[src/inc/xcvr_pkg.sv]
// constants shared by the transceiver fault logic and its controller end
// assumes one 20 MHz clock on both ends and a digital model of the bus
package xcvr_pkg;
   localparam int unsigned CLK_HZ          = 20_000_000;
   localparam int unsigned CODE_W          = 6;
   localparam int unsigned ARM_EDGES       = 100;
   localparam int unsigned SHIFT_EDGES     = 16;
   localparam int unsigned CLEAR_EDGES     = 10;
   localparam int unsigned MISMATCH_CYCLES = 10;
   localparam int unsigned CNT_W           = 8;
   // times in microseconds, counts rounded down to whole cycles
   localparam int unsigned DOMINANT_TIMEOUT_US = 1000;
   localparam int unsigned WAKE_FILTER_US      = 1;
   localparam int unsigned DOM_CYCLES  = DOMINANT_TIMEOUT_US * (CLK_HZ / 1_000_000);
   localparam int unsigned WAKE_CYCLES = WAKE_FILTER_US * (CLK_HZ / 1_000_000);
   localparam int unsigned TMR_W       = 16;
   localparam logic [5:0] CODE_OVERCURRENT = 6'h2A;
   localparam logic [5:0] CODE_OVERVOLTAGE = 6'h2C;
   localparam logic [5:0] CODE_TX_FAILURE  = 6'h32;
   localparam logic [5:0] CODE_RESET       = 6'h00;
   // controller command register offsets (byte addresses)
   localparam logic [3:0] OFS_CTRL   = 4'h0;
   localparam logic [3:0] OFS_STATUS = 4'h4;
   localparam logic [3:0] OFS_CODE   = 4'h8;
   localparam int unsigned CTRL_ARM   = 0;
   localparam int unsigned CTRL_READ  = 1;
   localparam int unsigned CTRL_CLEAR = 2;
   localparam int unsigned CTRL_STANDBY  = 3;
   localparam int unsigned CTRL_SIL      = 4;
   localparam int unsigned CTRL_LOOPBACK = 5;
   localparam int unsigned CTRL_TXD   = 6;
   localparam logic [31:0] CTRL_RESET = 32'h0000_0040;
   localparam int unsigned HALF_PERIOD = 2;
   typedef enum logic [1:0] {F_IDLE, F_SHIFT, F_CLEAR} fault_state_t;
   typedef enum logic [2:0] {C_IDLE, C_ARM, C_READ, C_CLEAR, C_WAIT} ctl_state_t;
endpackage

[src/inc/xcvr_if.sv]
// logic-side and bus-side pins of the transceiver
// assumes the bench resolves the bus lines from the two enables
`timescale 1ns/1ps
interface xcvr_if;
   logic txd;             // transmit data, controller to device
   logic rxd;             // receive data, device to controller
   logic fault;           // fault indicator
   logic standby_select;  // standby mode
   logic silent_select;   // silent mode
   logic loopback_select; // loopback mode
   logic bus_dominant_in; // sensed bus level, 1 = dominant
   logic bus_dominant_out;// driver requests dominant
   logic bus_oe;          // device drives the bus lines
   logic overcurrent;     // analog overcurrent comparator
   logic overvoltage;     // analog overvoltage comparator
   modport device (input txd, standby_select, silent_select, loopback_select,
                   bus_dominant_in, overcurrent, overvoltage,
                   output rxd, fault, bus_dominant_out, bus_oe);
   modport ctrl (output txd, standby_select, silent_select, loopback_select,
                 input rxd, fault);
endinterface

[src/hw/xcvr_device.sv]
// transceiver end: modes, dominant timeout, fault detection and reporting
// assumes pins and comparators arrive asynchronous to core_clk
//
// Implementation choices: the placing of the registers.
`timescale 1ns/1ps
module xcvr_device
   import xcvr_pkg::*;
(
   input  wire logic core_clk,  // 20 MHz clock
   input  wire logic arst_n,    // async reset, active low
   xcvr_if.device    pins,      // controller and bus pins
   output logic      fault_pending // user side: fault latched
);
   import xcvr_pkg::*;

   logic [1:0] s_txd, s_stb, s_sil, s_lpb, s_bus, s_oc, s_ov;
   always_ff @(posedge core_clk or negedge arst_n) begin
      if (!arst_n) begin
         s_txd <= 2'h3; s_stb <= 2'h0; s_sil <= 2'h0; s_lpb <= 2'h0;
         s_bus <= 2'h0; s_oc <= 2'h0; s_ov <= 2'h0;
      end else begin
         s_txd <= {s_txd[0], pins.txd};
         s_stb <= {s_stb[0], pins.standby_select};
         s_sil <= {s_sil[0], pins.silent_select};
         s_lpb <= {s_lpb[0], pins.loopback_select};
         s_bus <= {s_bus[0], pins.bus_dominant_in};
         s_oc  <= {s_oc[0], pins.overcurrent};
         s_ov  <= {s_ov[0], pins.overvoltage};
      end
   end
   wire txd = s_txd[1];
   wire standby = s_stb[1];
   wire sil = s_sil[1];
   wire loopback = s_lpb[1];
   wire bus_dom = s_bus[1];

   logic txd_q;
   logic armed;
   logic [CNT_W-1:0] cnt;
   logic [3:0] mis_cnt;
   logic [5:0] code;
   logic [5:0] shreg;
   logic [TMR_W-1:0] dom_tmr, wake_tmr;
   logic dom_off;
   logic rxd_q;
   fault_state_t st;

   wire txd_rise  = txd & ~txd_q;
   wire normal    = ~standby & ~sil & ~loopback;
   wire detect_on = normal & armed & (st == F_IDLE);
   wire rx_bus    = ~bus_dom;
   wire mismatch  = (rx_bus != txd) & detect_on;
   wire tx_fail   = (mis_cnt == 4'(MISMATCH_CYCLES - 1)) & mismatch;
   // priority picks one code when causes coincide
   wire [5:0] new_code = s_oc[1] ? CODE_OVERCURRENT :
                         s_ov[1] ? CODE_OVERVOLTAGE :
                         CODE_TX_FAILURE;
   wire new_fault = detect_on & (s_oc[1] | s_ov[1] | tx_fail);
   wire last_shift = (cnt == CNT_W'(SHIFT_EDGES - 1));
   wire last_clear = (cnt == CNT_W'(CLEAR_EDGES - 1));

   always_ff @(posedge core_clk or negedge arst_n) begin
      if (!arst_n) begin
         txd_q <= 1'b1;
         armed <= 1'b0;
         cnt <= '0;
         mis_cnt <= '0;
         code <= CODE_RESET;
         shreg <= CODE_RESET;
         st <= F_IDLE;
      end else begin
         txd_q <= txd;
         mis_cnt <= mismatch ? mis_cnt + 4'h1 : 4'h0;
         case (st)
            F_IDLE: begin
               if (!normal) begin
                  cnt <= '0;
               end else if (new_fault) begin
                  code <= new_code;
                  shreg <= new_code;
                  cnt <= '0;
                  st <= F_SHIFT;
               end else if (!armed && txd_rise) begin
                  if (cnt == CNT_W'(ARM_EDGES - 1)) begin
                     armed <= 1'b1;
                     cnt <= '0;
                  end else begin
                     cnt <= cnt + 8'h01;
                  end
               end
            end
            F_SHIFT: begin
               if (!normal) begin
                  cnt <= '0;
               end else if (txd_rise) begin
                  shreg <= {shreg[4:0], 1'b1};
                  cnt <= last_shift ? '0 : cnt + 8'h01;
                  if (last_shift) st <= F_CLEAR;
               end
            end
            F_CLEAR: begin
               if (!normal) begin
                  cnt <= '0;
               end else if (txd_rise) begin
                  cnt <= last_clear ? '0 : cnt + 8'h01;
                  if (last_clear) begin
                     st <= F_IDLE;
                     armed <= 1'b0;
                  end
               end
            end
            default: st <= F_IDLE;
         endcase
      end
   end

   // dominant timeout and wake filter
   always_ff @(posedge core_clk or negedge arst_n) begin
      if (!arst_n) begin
         dom_tmr <= '0;
         dom_off <= 1'b0;
         wake_tmr <= '0;
      end else begin
         if (txd) dom_tmr <= '0;
         else if (dom_tmr != TMR_W'(DOM_CYCLES)) dom_tmr <= dom_tmr + 16'h0001;
         if (txd_rise) dom_off <= 1'b0;
         else if (dom_tmr == TMR_W'(DOM_CYCLES)) dom_off <= 1'b1;
         if (!bus_dom) wake_tmr <= '0;
         else if (wake_tmr != TMR_W'(WAKE_CYCLES)) wake_tmr <= wake_tmr + 16'h0001;
      end
   end

   wire pending = (st != F_IDLE);
   wire drive_on = ~pending & ~standby & ~sil & ~loopback & ~dom_off;
   wire standby_rx = ~(wake_tmr == TMR_W'(WAKE_CYCLES));
   // while in F_SHIFT, rx carries the code msb; else mode selects source
   wire next_rxd = (st == F_SHIFT) ? shreg[5] :
                   loopback ? (txd | dom_off) :
                   standby ? standby_rx : rx_bus;
   logic oe_q, dom_q, fault_q;
   always_ff @(posedge core_clk or negedge arst_n) begin
      if (!arst_n) begin
         rxd_q <= 1'b1;
         oe_q <= 1'b0;
         dom_q <= 1'b0;
         fault_q <= 1'b0;
      end else begin
         rxd_q <= next_rxd;
         oe_q <= drive_on;
         dom_q <= drive_on & ~txd;
         fault_q <= pending;
      end
   end
   assign pins.rxd = rxd_q;
   assign pins.bus_oe = oe_q;
   assign pins.bus_dominant_out = dom_q;
   assign pins.fault = fault_q;
   assign fault_pending = fault_q;
endmodule // xcvr_device

[src/flat_wrapper.sv]
// flat-port wrapper written by rule: the top's interface ports become plain ports
module xcvr_device_flat import xcvr_pkg::*;
  (core_clk, arst_n, fault_pending, pins_txd, pins_standby_select, pins_silent_select, pins_loopback_select, pins_bus_dominant_in, pins_overcurrent, pins_overvoltage, pins_rxd, pins_fault, pins_bus_dominant_out, pins_bus_oe);
  xcvr_if pins_i ();
  input  wire logic core_clk;
  input  wire logic arst_n;
  output logic fault_pending;
  input wire logic [$bits(pins_i.txd)-1:0] pins_txd;
  input wire logic [$bits(pins_i.standby_select)-1:0] pins_standby_select;
  input wire logic [$bits(pins_i.silent_select)-1:0] pins_silent_select;
  input wire logic [$bits(pins_i.loopback_select)-1:0] pins_loopback_select;
  input wire logic [$bits(pins_i.bus_dominant_in)-1:0] pins_bus_dominant_in;
  input wire logic [$bits(pins_i.overcurrent)-1:0] pins_overcurrent;
  input wire logic [$bits(pins_i.overvoltage)-1:0] pins_overvoltage;
  output wire logic [$bits(pins_i.rxd)-1:0] pins_rxd;
  output wire logic [$bits(pins_i.fault)-1:0] pins_fault;
  output wire logic [$bits(pins_i.bus_dominant_out)-1:0] pins_bus_dominant_out;
  output wire logic [$bits(pins_i.bus_oe)-1:0] pins_bus_oe;
  assign pins_i.txd = pins_txd;
  assign pins_i.standby_select = pins_standby_select;
  assign pins_i.silent_select = pins_silent_select;
  assign pins_i.loopback_select = pins_loopback_select;
  assign pins_i.bus_dominant_in = pins_bus_dominant_in;
  assign pins_i.overcurrent = pins_overcurrent;
  assign pins_i.overvoltage = pins_overvoltage;
  assign pins_rxd = pins_i.rxd;
  assign pins_fault = pins_i.fault;
  assign pins_bus_dominant_out = pins_i.bus_dominant_out;
  assign pins_bus_oe = pins_i.bus_oe;
  xcvr_device u_core (.core_clk(core_clk), .arst_n(arst_n), .pins(pins_i), .fault_pending(fault_pending));
endmodule
[config.mk]
export PLATFORM = sky130hd
export DESIGN_NAME = xcvr_device_flat
export DESIGN_NICKNAME = d
export VERILOG_FILES = /design/src/inc/xcvr_pkg.sv /design/src/inc/xcvr_if.sv /design/src/hw/xcvr_device.sv /design/src/flat_wrapper.sv
export SDC_FILE = /design/constraint.sdc
export NUM_CORES = 1
export LEC_CHECK = 0
export ABC_AREA = 1
export BUFFER_PORTS_ARGS = -buffer_cell sky130_fd_sc_hd__buf_2
export CORE_MARGIN = 1
export CORE_UTILIZATION = 60
export DETAILED_ROUTE_END_ITERATION = 10
export PLACE_DENSITY = 0.87
export SKIP_LAST_GASP = 1
export SYNTH_ARGS = -nofsm -noshare
export SYNTH_HDL_FRONTEND = slang
export SYNTH_SLANG_ARGS = --single-unit
[constraint.sdc]
create_clock -name core_clk -period 2.15 [get_ports core_clk]
set_input_delay 0.1075 -clock core_clk [delete_from_list [all_inputs] [get_ports core_clk]]
set_output_delay 0.1075 -clock core_clk [all_outputs]
set_load 0.03 [all_outputs]
Word-level counts from Yosys, hierarchy flattened

Index checks and enable logic that the tools add are counted.

Output and inout port bits: 5
Memory bits (read-only): 0
Memories: 0
RAM bits: 0
Bits in latches: 0
Register bits after elaboration: 73
Word-level logic and storage cells: 133
Input bits: 9

$lt $le $gt $ge: 0
Mux-type cells: 45
Equal/unequal tests: 26
$mul: 0
Bitwise gates (word level): 25
Reductions and logical operators: 13
$add $sub $neg: 4
Shift operators: 0
Div/mod/pow operators: 0

Operator list:

| kind                                                              | number |
|---|---|
| 8-bit 2-to-1 mux                                                  | 10 |
| 16-bit 2-to-1 mux                                                 | 4 |
| 16-bit by 1-bit adder with 16-bit output, second input constant   | 2 |
| 6-bit 2-to-1 mux                                                  | 5 |
| 8-bit case mux with 3 select lines                                | 1 |
| 16-bit by 15-bit == test with 1-bit output, second input constant | 1 |
| 16-bit by 5-bit == test with 1-bit output, second input constant  | 1 |
| 8-bit by 4-bit == test with 1-bit output, second input constant   | 2 |
| 2-bit 2-to-1 mux                                                  | 8 |
| 16-bit by 15-bit != test with 1-bit output, second input constant | 1 |
| 16-bit by 5-bit != test with 1-bit output, second input constant  | 1 |
| 2-bit by 1-bit != test with 1-bit output, second input constant   | 8 |
| 8-bit AND reduction                                               | 2 |
| 1-bit AND                                                         | 13 |
| 1-bit 2-to-1 mux                                                  | 12 |
| 6-bit case mux with 2 select lines                                | 1 |
| 2-bit nonzero test                                                | 5 |
| 1-bit NOT                                                         | 9 |
| 8-bit by 1-bit adder with 8-bit output, second input constant     | 1 |
| 8-bit by 7-bit == test with 1-bit output, second input constant   | 1 |
| 2-bit != test, second input constant                              | 4 |
| 3-bit by 2-bit != test with 1-bit output, second input constant   | 2 |
| 2-bit case mux with 3 select lines                                | 1 |
| 5-bit 2-to-1 mux                                                  | 1 |
| other kinds (15)                                                  | 17 |

Logic depth before layout (Yosys ltp)

Gate-level depths: netlist of the first run.

Depth in word-level cells: 12
Depth in mapped cells: 13
Mapped depth without buffers: 13

Least setup slack after synthesis of the first run

No wires, ideal clock.

Path kind: reg-to-reg
Start point: register u_core.st[0]
End point: register u_core.shreg[2]
Setup time: 121 ps
Stages on the path, launching flop included: 13
Required time: 2029 ps
Buffers on the path: 1
Clock period less this slack: 1755 ps
Arrival time: 1634 ps
Setup slack: 395 ps
Cells stage by stage: dfrtp_1 > inv_1 > ha_1 > nand2_1 > nor2_4 > nand3_2 > nand2_2 > nand2_4 > nand2_1 > nand3_2 > buf_6 > nand2_1 > o21ai_2

Word-level cells in the longest chain between the ends: 8
Elaborated cells on any way between the ends: 14
Those cells by class: 5 x eq/ne; 1 x mux; 5 x bitwise; 3 x reduce/logical

RTL lines:

| element                                                   | line                                 | source |
|---|---|---|
| start: declaration                                        | xcvr_device.sv:46                    | `fault_state_t st;` |
| start signal: assignment                                  | xcvr_device.sv:70                    | `st <= F_IDLE;` |
| start signal: assignment                                  | xcvr_device.sv:82                    | `st <= F_SHIFT;` |
| start signal: assignment                                  | xcvr_device.sv:98                    | `if (last_shift) st <= F_CLEAR;` |
| 2-bit logical NOT                                         | xcvr_device.sv:50, xcvr_device.sv:74 |  |
| 1-bit AND                                                 | xcvr_device.sv:50                    | `wire detect_on = normal & armed & (st == F_IDLE);` |
| 1-bit AND                                                 | xcvr_device.sv:52                    | `wire mismatch = (rx_bus != txd) & detect_on;` |
| 1-bit AND                                                 | xcvr_device.sv:53                    | `wire tx_fail = (mis_cnt == 4'(MISMATCH_CYCLES - 1)) & mismatch;` |
| 1-bit bitwise OR                                          | xcvr_device.sv:58                    | `wire new_fault = detect_on & (s_oc[1] \| s_ov[1] \| tx_fail);` |
| 1-bit AND                                                 | xcvr_device.sv:58                    |  |
| 2-bit by 1-bit != test with 1-bit output (no source line) | -                                    |  |
| 5-bit AND reduction (no source line)                      | -                                    |  |
| end signal: assignment                                    | xcvr_device.sv:80                    | `shreg <= new_code;` |
| end signal: assignment                                    | xcvr_device.sv:96                    | `shreg <= {shreg[4:0], 1'b1};` |
| end: declaration                                          | xcvr_device.sv:42                    | `logic [5:0] shreg;` |

Parallel ways exist; a longest one is shown, timed or not.
A chain may end at the register's enable or synchronous reset.

Worst setup path after layout of the first run

Start point: register u_core.st[0]
End point: register u_core.st[1]

Word-level cells in the longest chain between the ends: 8
Elaborated cells on any way between the ends: 18
Those cells by class: 10 x eq/ne; 1 x mux; 5 x bitwise; 2 x reduce/logical

RTL lines:

| element                                                   | line |
|---|---|
| 2-bit logical NOT                                         | xcvr_device.sv:50, xcvr_device.sv:74 |
| 1-bit AND                                                 | xcvr_device.sv:50 |
| 1-bit AND                                                 | xcvr_device.sv:52 |
| 1-bit AND                                                 | xcvr_device.sv:53 |
| 1-bit bitwise OR                                          | xcvr_device.sv:58 |
| 1-bit AND                                                 | xcvr_device.sv:58 |
| 2-bit by 1-bit != test with 1-bit output (no source line) | - |
| 8-bit AND reduction (no source line)                      | - |

Parallel ways exist; a longest one is shown, timed or not.

==> results.py, run 1 <==
metrics = {
    "sta": {
        "tightest_slew_ns": 0.498,
        "finalHoldViolations": 0,
        "relSlewSlack": 0.668,
        "clock.fmax_ghz": 0.523,
        "fin_crit_sh": 0.890,
        "finalSetupViolCount": 0,
        "skew_ns": 0.0103,
        "fin_crit_ns": 1.91,
        "grt_setup_unrepaired": "false",
        "finalMaxSlewViolations": 0,
        "setup_tns_ns": 0,
    },
    "route": {
        "vias_per_cell": 5.67,
        "drt-total-wl_mm": 8.28,
        "dr.pass1.iters": 5,
        "initialDrtViolationCount": 252,
        "drc": 0,
        "vias": 3352,
        "ant_nets": 0,
        "wire_per_inst_um": 14.0,
    },
    "logic_synthesis": {
        "async_flop_share": 1.00,
        "yosysWarnings": 0,
        "synth_cell_types": 38,
        "yosys.area.top_type": "dfrtp_1",
        "netlist_area_um2": 3900,
        "netlist_top_cells_area": "dfrtp_1, nand2_1, inv_1",
        "ys_seq_area_frac": 0.470,
        "synth-edff-count": 0,
        "synth-seq-cells": 73,
        "ys.flop_type": "dfrtp_1",
        "syn-instance-count": 481,
        "synth_top_area_frac": 0.443,
        "synth_area_per_cell_um2": 8.11,
        "synth_fp_nets": 503,
    },
    "global_route": {
        "grt_overflow_total": 0,
        "grt_usage": 0.262,
        "grt_pass1_wl_mm": 13.2,
        "antenna_found_initial": 0,
        "grt_max_degree": 54,
        "grt_pass1_vias": 3023,
    },
    "cells_and_area": {
        "layout_common_cells": "nand2_1, dfrtp_1, inv_1",
        "nNetsFinal": 531,
        "fillers": 488,
        "multiInputGateArea_um2": 1780,
        "drive_gt1_frac": 0.140,
        "stdcell_area_um2": 4400,
        "layout_commonest_cell": "nand2_1",
        "ff_latch_area_um2": 1830,
        "antenna_cells": 0,
        "syn2layout_area_growth_pct": 12.7,
    },
    "setup_path": {
        "required_ns": 2.38,
        "start_kind": "flop",
        "crit_type": "reg -> reg",
        "cp_max_fo": 10,
        "r2r-end": "u_core.st[1]",
        "reg2reg_from": "u_core.st[0]",
        "arrival_ns": 2.14,
        "reg2regPathDepth": 11,
        "reg2reg_slack_ns": 0.24,
        "endpoint_kind": "flop",
    },
    "clock_tree": {
        "clock-sinks": 73,
        "cts_tree": "built",
        "cts_max_path_buffers": 2,
        "cts_max_level": 3,
        "clock_latency_ns": 0.35,
        "numCtsBuffers": 9,
        "clk_pin_slew_ns": 0.08,
        "cts-root-buf": "clkbuf_8",
    },
    "status": {
        "status": "completed",
    },
    "pwr": {
        "powerDensity_nw_per_um2": 639,
        "p_int_mw": 2.17,
        "leakage_nw": 2.11,
        "power.total_mw": 2.81,
        "vdd_drop_max_v": 0.000455,
        "power.switching_uw": 636,
        "seqPwrFrac": 0.507,
        "p_clk_frac": 0.441,
        "switching_share": 0.227,
        "power_frac_comb": 0.052,
    },
    "die": {
        "die_h_um": 82.6,
        "rows": 29,
        "die_area_um2": 6820,
        "start_util": 0.618,
        "core-area_um2": 6310,
        "dieWidth_um": 82.6,
        "ios": 14,
    },
    "run": {
        "cap_violations": 0,
    },
    "place": {
        "gp_congestion": 0.921,
        "dpl.hpwl_mm": 5.52,
        "portBuffers": 13,
        "placed_area_um2": 4050,
    },
    "min_path": {
        "hold_path_class": "in -> async",
    },
}
## kinds of logic (layout without fill, tap and decap cells)
| group | after synthesis | in the layout | share of synthesized area |
|---|---|---|---|
| simple gates | 242 | 243 | 0.294 |
| compound gates | 68 | 68 | 0.0998 |
| xor+xnor | 6 | 6 | 0.0135 |
| flops | 73 | 73 | 0.470 |
| buf+inv | 79 | 111 | 0.0809 |
| fa+ha+maj | 13 | 13 | 0.0417 |
## area by class of cell
type                    instances  share of cell area
multi-input cells             330               0.405
inverters                      69              0.0589
clock buffers                  12              0.0353
clock inverters                 4              0.0174
flip-flops and latches         73               0.417
repair buffers                 26              0.0444
well taps                      77              0.0219
## power groups by stage
stage | clock network [mW] | registers [mW] | logic [mW]
global route | 1.31 | 1.43 | 0.167
global placement | 0 | 1.45 | 0.130
finish | 1.24 | 1.42 | 0.147
CTS | 1.26 | 1.42 | 0.147
detailed placement | 0 | 1.45 | 0.135
floorplan | 0 | 1.45 | 0.0737
## through the flow
stage	hold WS [ns]	instances	utilization	worst slack [ns]
2_1_floorplan	-0.188	481	-	0.395
3_3_place_gp	0.0917	566	0.642	0.216
3_5_place_dp	0.105	566	0.642	0.0681
4_1_cts	0.261	590	0.691	0.0558
5_1_grt	0.309	591	0.696	0.00749
6_report	0.244	591	0.696	0.237
## repair_timing
action,4_1_cts,5_1_grt
hold buffers,8,0
setup endpoints to repair,0,8
setup buffers,0,0
endpoints found under the hold margin,26,0
gates resized for setup,0,4
## sequential cells by signal (all words and copies together), names as in the netlist, 4 cells and up
register and cells:
u_core.cnt 8, u_core.mis_cnt 4, u_core.dom_tmr 16, u_core.shreg 6
u_core.wake_tmr 16
## cell usage after synthesis, drive strengths merged (2+ instances only)
cell,count
a21oi,24
o21bai,2
nor4,9
a31oi,3
nand3,33
dfrtp,69
or2,2
o211ai,2
xnor2,3
xor2,3
ha,13
clkbuf,4
nand4,19
o21ai,32
nor3,14
buf,6
dfstp,4
nor2,56
inv,68
nand2,109
## critical path, cell delays in order, from the launching register on
cell     delay (ns)
dfrtp_1        0.42
inv_1          0.12
ha_2           0.24
nand2_1        0.12
nor2_4         0.18
nand3_2        0.08
nand2_2        0.08
nand2_4        0.09
nand2_2        0.15
nand3_1        0.14
nand2_1        0.08
o21ai_0        0.08
## how the worst max path moves through the flow
stage,start,endpoint,slack (ns),depth (start not counted)
finish,u_core.st[0],u_core.st[1],0.24,11
global route,u_core.st[0],u_core.cnt[7],0.007,12
CTS,u_core.st[0],u_core.shreg[5],0.06,11
detailed placement,u_core.st[0],u_core.shreg[5],0.07,11
global placement,u_core.st[0],u_core.shreg[1],0.22,11
floorplan,u_core.st[0],u_core.shreg[2],0.39,12
## metal layers
metal | vias up | share of wire | routed length [um] | GRT usage
met5 | - | 0 | 0 | 0
met4 | 0 | 0.026 | 219 | 0.131
met3 | 22 | 0.049 | 403 | 0.0407
met2 | 113 | 0.49 | 4060 | 0.448
met1 | 1589 | 0.43 | 3600 | 0.323
li1 | 1628 | - | - | -
Power figures use the tool's default switching activity.
==> run 2, diff against run 1 <==
--- a/config.mk
+++ b/config.mk
@@ -8,10 +8,11 @@
 export ABC_AREA = 1
 export BUFFER_PORTS_ARGS = -buffer_cell sky130_fd_sc_hd__buf_2
 export CORE_MARGIN = 1
-export CORE_UTILIZATION = 60
+export CORE_UTILIZATION = 56
 export DETAILED_ROUTE_END_ITERATION = 10
-export PLACE_DENSITY = 0.87
+export PLACE_DENSITY = 0.85
 export SKIP_LAST_GASP = 1
+export SLEW_MARGIN = 0
 export SYNTH_ARGS = -nofsm -noshare
 export SYNTH_HDL_FRONTEND = slang
 export SYNTH_SLANG_ARGS = --single-unit
==> constraint.sdc (replaced) <==
create_clock -name core_clk -period 1.7 [get_ports core_clk]
set_input_delay 0.085 -clock core_clk [delete_from_list [all_inputs] [get_ports core_clk]]
set_output_delay 0.085 -clock core_clk [all_outputs]
set_load 0.03 [all_outputs]
==> run 2 against run 1 <==
Against the previous run:
- the flow now finishes with violations (setup timing)
- first-iteration DRC count grew 73%
- sequential power rose by 27%
- via count up 7.0%
- maximum frequency increased by 9.8%
- register-to-register slack worse by 0.28 ns
- combinational power is 41% higher
==> results.py, run 2 (synthesis results as in run 1) <==
metrics = {
    "route": {
        "initialDrtViolationCount": 435,
        "vias": 3588,
        "ant_nets": 0,
        "wire_per_inst_um": 15.6,
        "drc": 0,
        "vias_per_cell": 5.81,
        "dr.pass1.iters": 5,
        "drt-total-wl_mm": 9.63,
    },
    "cells_and_area": {
        "layout_commonest_cell": "nand2_1",
        "final_core_util": 0.695,
        "stdcell_area_um2": 4690,
        "nNetsFinal": 555,
        "drive_gt1_frac": 0.217,
        "layout_common_cells": "nand2_1, dfrtp_1, inv_1",
        "final_cell_count_no_fill": 618,
        "antenna_cells": 0,
        "syn2layout_area_growth_pct": 20.4,
        "reg_top3": "u_core.dom_tmr x16, u_core.wake_tmr x16, u_core.cnt x8",
    },
    "setup_path": {
        "crit_type": "reg -> reg",
        "r2r-end": "u_core.armed",
        "reg2regPathDepth": 8,
        "required_ns": 1.92,
        "cp_slowest_stage_delay_ns": 0.37,
        "cp_cell_sequence": "buf_4 -> ha_2 -> buf_4 -> nor2_1 -> nor2_1 -> nand2_1 -> o21ai_0 -> o21ai_0",
        "worst_path_max_delay_cell": "dfrtp_1",
        "cp_max_fo": 7,
        "reg2reg_from": "u_core.st[1]",
        "reg2reg_slack_ns": -0.04,
        "arrival_ns": 1.96,
        "start_kind": "flop",
        "endpoint_kind": "flop",
    },
    "run": {
        "cap_violations": 0,
    },
    "clock_tree": {
        "clk_pin_slew_ns": 0.08,
        "cts_tree": "built",
        "clock-sinks": 73,
        "clock_latency_ns": 0.35,
        "cts-root-buf": "clkbuf_8",
        "cts_max_path_buffers": 2,
        "numCtsBuffers": 9,
        "cts_max_level": 3,
    },
    "sta": {
        "fin_crit_ns": 1.74,
        "finalSetupViolCount": 3,
        "skew_ns": 0.0128,
        "fin_crit_sh": 1.02,
        "clock.fmax_ghz": 0.574,
        "grt_setup_unrepaired": "true",
        "setup_slack_ns": -0.0414,
        "hold_slack_ns": 0.279,
        "tightest_slew_ns": 0.455,
        "setup_tns_ns": -0.0507,
        "finalHoldViolations": 0,
        "relSlewSlack": 0.694,
        "finalMaxSlewViolations": 0,
    },
    "status": {
        "violations": "setup timing",
        "status": "finished with violations",
    },
    "pwr": {
        "p_clk_frac": 0.443,
        "leakage_nw": 2.24,
        "seqPwrFrac": 0.500,
        "vdd_drop_max_v": 0.000418,
        "powerDensity_nw_per_um2": 767,
        "power.switching_uw": 836,
        "power_frac_comb": 0.057,
        "p_int_mw": 2.76,
        "switching_share": 0.232,
    },
    "place": {
        "placed_cells": 583,
        "placed_area_um2": 4170,
        "dpl.hpwl_mm": 5.73,
        "portBuffers": 13,
        "gp_congestion": 0.857,
    },
    "die": {
        "start_util": 0.577,
        "rows": 30,
        "die_h_um": 85.4,
        "die_area_um2": 7300,
        "core-area_um2": 6760,
        "dieWidth_um": 85.4,
        "ios": 14,
    },
    "global_route": {
        "grt_overflow_total": 0,
        "grt_pass1_wl_mm": 14.8,
        "grt_max_degree": 74,
        "grt_pass1_vias": 3356,
        "grt_usage": 0.259,
        "antenna_found_initial": 0,
    },
    "min_path": {
        "hold_path_class": "in -> async",
    },
}
run 2: cell types whose count changed in the layout (fill, tap and decap cells not counted), sizes merged:
cell,previous run,this run
clkinv,2,3
clkbuf,12,11
buf,18,42
run 2: repair_timing:
action	CTS	global route
hold endpoints to repair	76	0
cloned	1	0
pin swaps	2	18
setup buffers	0	10
endpoints found under the setup margin	15	24
resized for setup	9	23
hold buffers	8	0
run 2: power groups by stage:
stage,Combinational (mW),Sequential (mW),Clock [mW]
6_report,0.207,1.80,1.59
5_1_grt,0.231,1.80,1.71
4_1_cts,0.196,1.80,1.60
3_5_place_dp,0.178,1.83,0
3_3_place_gp,0.170,1.83,0
2_1_floorplan,0.0932,1.83,0
run 2: per-layer routing:
metal  wire [um]  global-route usage
met5           0                   0
met4         323               0.111
met3         577              0.0681
met2        4770               0.423
met1        3950               0.326
run 2: how the worst max path moves through the flow:
stage	startpoint	endpoint	slack [ns]	cells after the start
final	u_core.st[1]	u_core.armed	-0.04	8
after global routing	u_core.st[0]	u_core.armed	-0.13	8
after CTS	u_core.st[1]	u_core.cnt[7]	0.01	12
after detailed placement	u_core.st[1]	u_core.shreg[0]	-0.14	11
after global placement	u_core.st[1]	u_core.shreg[0]	-0.01	11
after floorplan	u_core.st[0]	u_core.shreg[2]	0.02	12
run 2: critical path, delay by kind of cell, from the launching register on:
family | cells | cell delay [ns]
DFF | 1 | 0.37
and+or+nand+nor | 3 | 0.29
buffers and inverters | 2 | 0.30
adders and majority gates | 1 | 0.29
AOI/OAI and AO/OA | 2 | 0.38
run 2: area by class of cell:
type	count	area [um2]
repair buffers	50	379
clock buffers	11	151
flip-flops and latches	73	1830
clock inverters	5	86.3
inverters	69	263
well taps	80	100
multi-input cells	330	1880
fillers	476	2060
run 2: metrics by stage:
step	worst slack, ns	power (mW)
floorplan	0.0155	1.92
global placement	-0.0117	2.00
detailed placement	-0.144	2.01
CTS	0.00997	3.60
global route	-0.132	3.74
finish	-0.0414	3.60
==> run 3, diff against run 2 <==
--- a/config.mk
+++ b/config.mk
@@ -7,6 +7,7 @@
 export LEC_CHECK = 0
 export ABC_AREA = 1
 export BUFFER_PORTS_ARGS = -buffer_cell sky130_fd_sc_hd__buf_2
+export CORE_ASPECT_RATIO = 0.6
 export CORE_MARGIN = 1
 export CORE_UTILIZATION = 56
 export DETAILED_ROUTE_END_ITERATION = 10
==> run 3 against run 2 <==
Against the previous run:
- the flow now finishes without violations
- utilization grew 2.2 points
- flip-flop and latch count is the same
- largest cell class unchanged
- design area grew 2.3%
- critical path depth shrank 1
- global-route usage grew 0.45 points
- hold slack gained 0.024 ns
- sequential power is essentially flat
- setup slack gained 0.12 ns
- maximum frequency grew 7.2%
- highest routed layer unchanged
- wire length shrank 6.8%
- largest power group is now the clock network
==> results.py, run 3 (synthesis results as in run 1) <==
metrics = {
    "status": {
        "status": "completed",
    },
    "cells_and_area": {
        "layout_common_cells": "nand2_1, dfrtp_1, inv_1",
        "layout_commonest_cell": "nand2_1",
        "reg_top3": "u_core.dom_tmr x16, u_core.wake_tmr x16, u_core.cnt x8",
        "fillers": 500,
        "nNetsFinal": 554,
        "antenna_cells": 0,
        "final_cell_count_no_fill": 624,
        "drive_gt1_frac": 0.212,
        "syn2layout_area_growth_pct": 23.2,
    },
    "setup_path": {
        "start_kind": "flop",
        "cp_max_fo": 5,
        "arrival_ns": 1.87,
        "reg2reg_slack_ns": 0.08,
        "reg2regPathDepth": 7,
        "crit_type": "reg -> reg",
        "endpoint_kind": "flop",
        "required_ns": 1.94,
        "reg2reg_from": "u_core.cnt[7]",
        "r2r-end": "u_core.st[1]",
    },
    "die": {
        "die_area_um2": 7310,
        "die_h_um": 66.6,
        "core-area_um2": 6710,
        "ios": 14,
        "rows": 23,
        "dieWidth_um": 110,
        "start_util": 0.581,
    },
    "route": {
        "dr.pass1.iters": 5,
        "vias_per_cell": 5.56,
        "drt-total-wl_mm": 8.97,
        "wire_per_inst_um": 14.4,
        "vias": 3472,
        "drc": 0,
        "ant_nets": 0,
        "initialDrtViolationCount": 246,
    },
    "clock_tree": {
        "clock_latency_ns": 0.34,
        "clk_pin_slew_ns": 0.06,
        "cts_max_path_buffers": 2,
        "numCtsBuffers": 9,
        "cts_tree": "built",
        "cts_max_level": 3,
        "cts-root-buf": "clkbuf_16",
        "clock-sinks": 73,
    },
    "global_route": {
        "antenna_found_initial": 0,
        "grt_pass1_wl_mm": 14.4,
        "grt_max_degree": 74,
        "grt_overflow_total": 0,
        "grt_usage": 0.263,
        "grt_pass1_vias": 3225,
    },
    "min_path": {
        "hold_path_class": "in -> async",
    },
    "sta": {
        "fin_crit_sh": 0.956,
        "setup_tns_ns": 0,
        "grt_setup_unrepaired": "true",
        "finalMaxSlewViolations": 0,
        "finalHoldViolations": 0,
        "finalSetupViolCount": 0,
        "tightest_slew_ns": 0.470,
        "hold_slack_ns": 0.303,
        "fin_crit_ns": 1.62,
        "clock.fmax_ghz": 0.615,
        "skew_ns": 0.00778,
        "relSlewSlack": 0.684,
    },
    "place": {
        "placed_cells": 597,
        "dpl.hpwl_mm": 6.09,
        "gp_congestion": 0.938,
        "portBuffers": 13,
    },
    "pwr": {
        "leakage_nw": 2.31,
        "powerDensity_nw_per_um2": 837,
        "power.total_mw": 4.02,
        "vdd_drop_max_v": 0.000797,
    },
    "run": {
        "cap_violations": 0,
    },
}
run 3: what timing repair did:
action	in CTS	in global routing
endpoints found under the setup margin	6	19
hold endpoints to repair	76	0
hold buffers	8	0
cloned	0	1
resized for setup	1	32
pin swaps	0	17
setup buffers	0	2
run 3: how the worst max path moves through the flow:
stage                        from         endpoint  depth (start not counted)  slack [ns]
global placement     u_core.st[1]  u_core.shreg[5]                         11        0.03
finish              u_core.cnt[7]     u_core.st[1]                          7        0.08
floorplan            u_core.st[0]  u_core.shreg[2]                         12        0.02
CTS                  u_core.st[1]  u_core.shreg[0]                         11        0.03
global route         u_core.st[0]    u_core.cnt[2]                          9       -0.03
detailed placement   u_core.st[1]  u_core.shreg[1]                         11       -0.07
run 3: worst max-delay path, stage by stage (launching register included):
cell	delay, ns
dfrtp_1	0.41
nor2_1	0.19
nand3_2	0.15
nor2_4	0.18
a21oi_1	0.09
nor2_1	0.19
nand3_2	0.13
o21ai_0	0.20
run 3: power breakdown:
group	total (mW)	leakage, nW	switching [mW]	internal [mW]
sequential	1.80	0.972	0.0243	1.78
clock	2.01	0.155	0.729	1.28
combinational	0.204	1.19	0.129	0.0748
run 3: per-layer routing:
| metal | routed length, um | up-vias | share of wire | global-route usage |
|---|---|---|---|---|
| met3 | 452 | 15 | 0.050 | 0.0695 |
| met5 | 0 | - | 0 | 0 |
| met2 | 4110 | 94 | 0.46 | 0.410 |
| met1 | 4310 | 1687 | 0.48 | 0.354 |
| met4 | 99 | 0 | 0.011 | 0.0950 |
| li1 | - | 1676 | - | - |
run 3: final cells by class:
cell class	count	area [um2]	area share
inverters	69	262	0.0545
multi-input cells	330	1910	0.398
flip-flops and latches	73	1830	0.381
well taps	87	109	0.0227
repair buffers	49	368	0.0766
clock inverters	7	95.1	0.0198
clock buffers	9	225	0.0469
run 3: metrics by stage:
stage | area (um2) | worst slack, ns | utilization
finish | 4800 | 0.0750 | 0.716
global route | 4800 | -0.0253 | 0.716
CTS | 4640 | 0.0252 | 0.692
detailed placement | 4230 | -0.0671 | 0.631
global placement | 4230 | 0.0300 | 0.631
floorplan | 3900 | 0.0155 | -
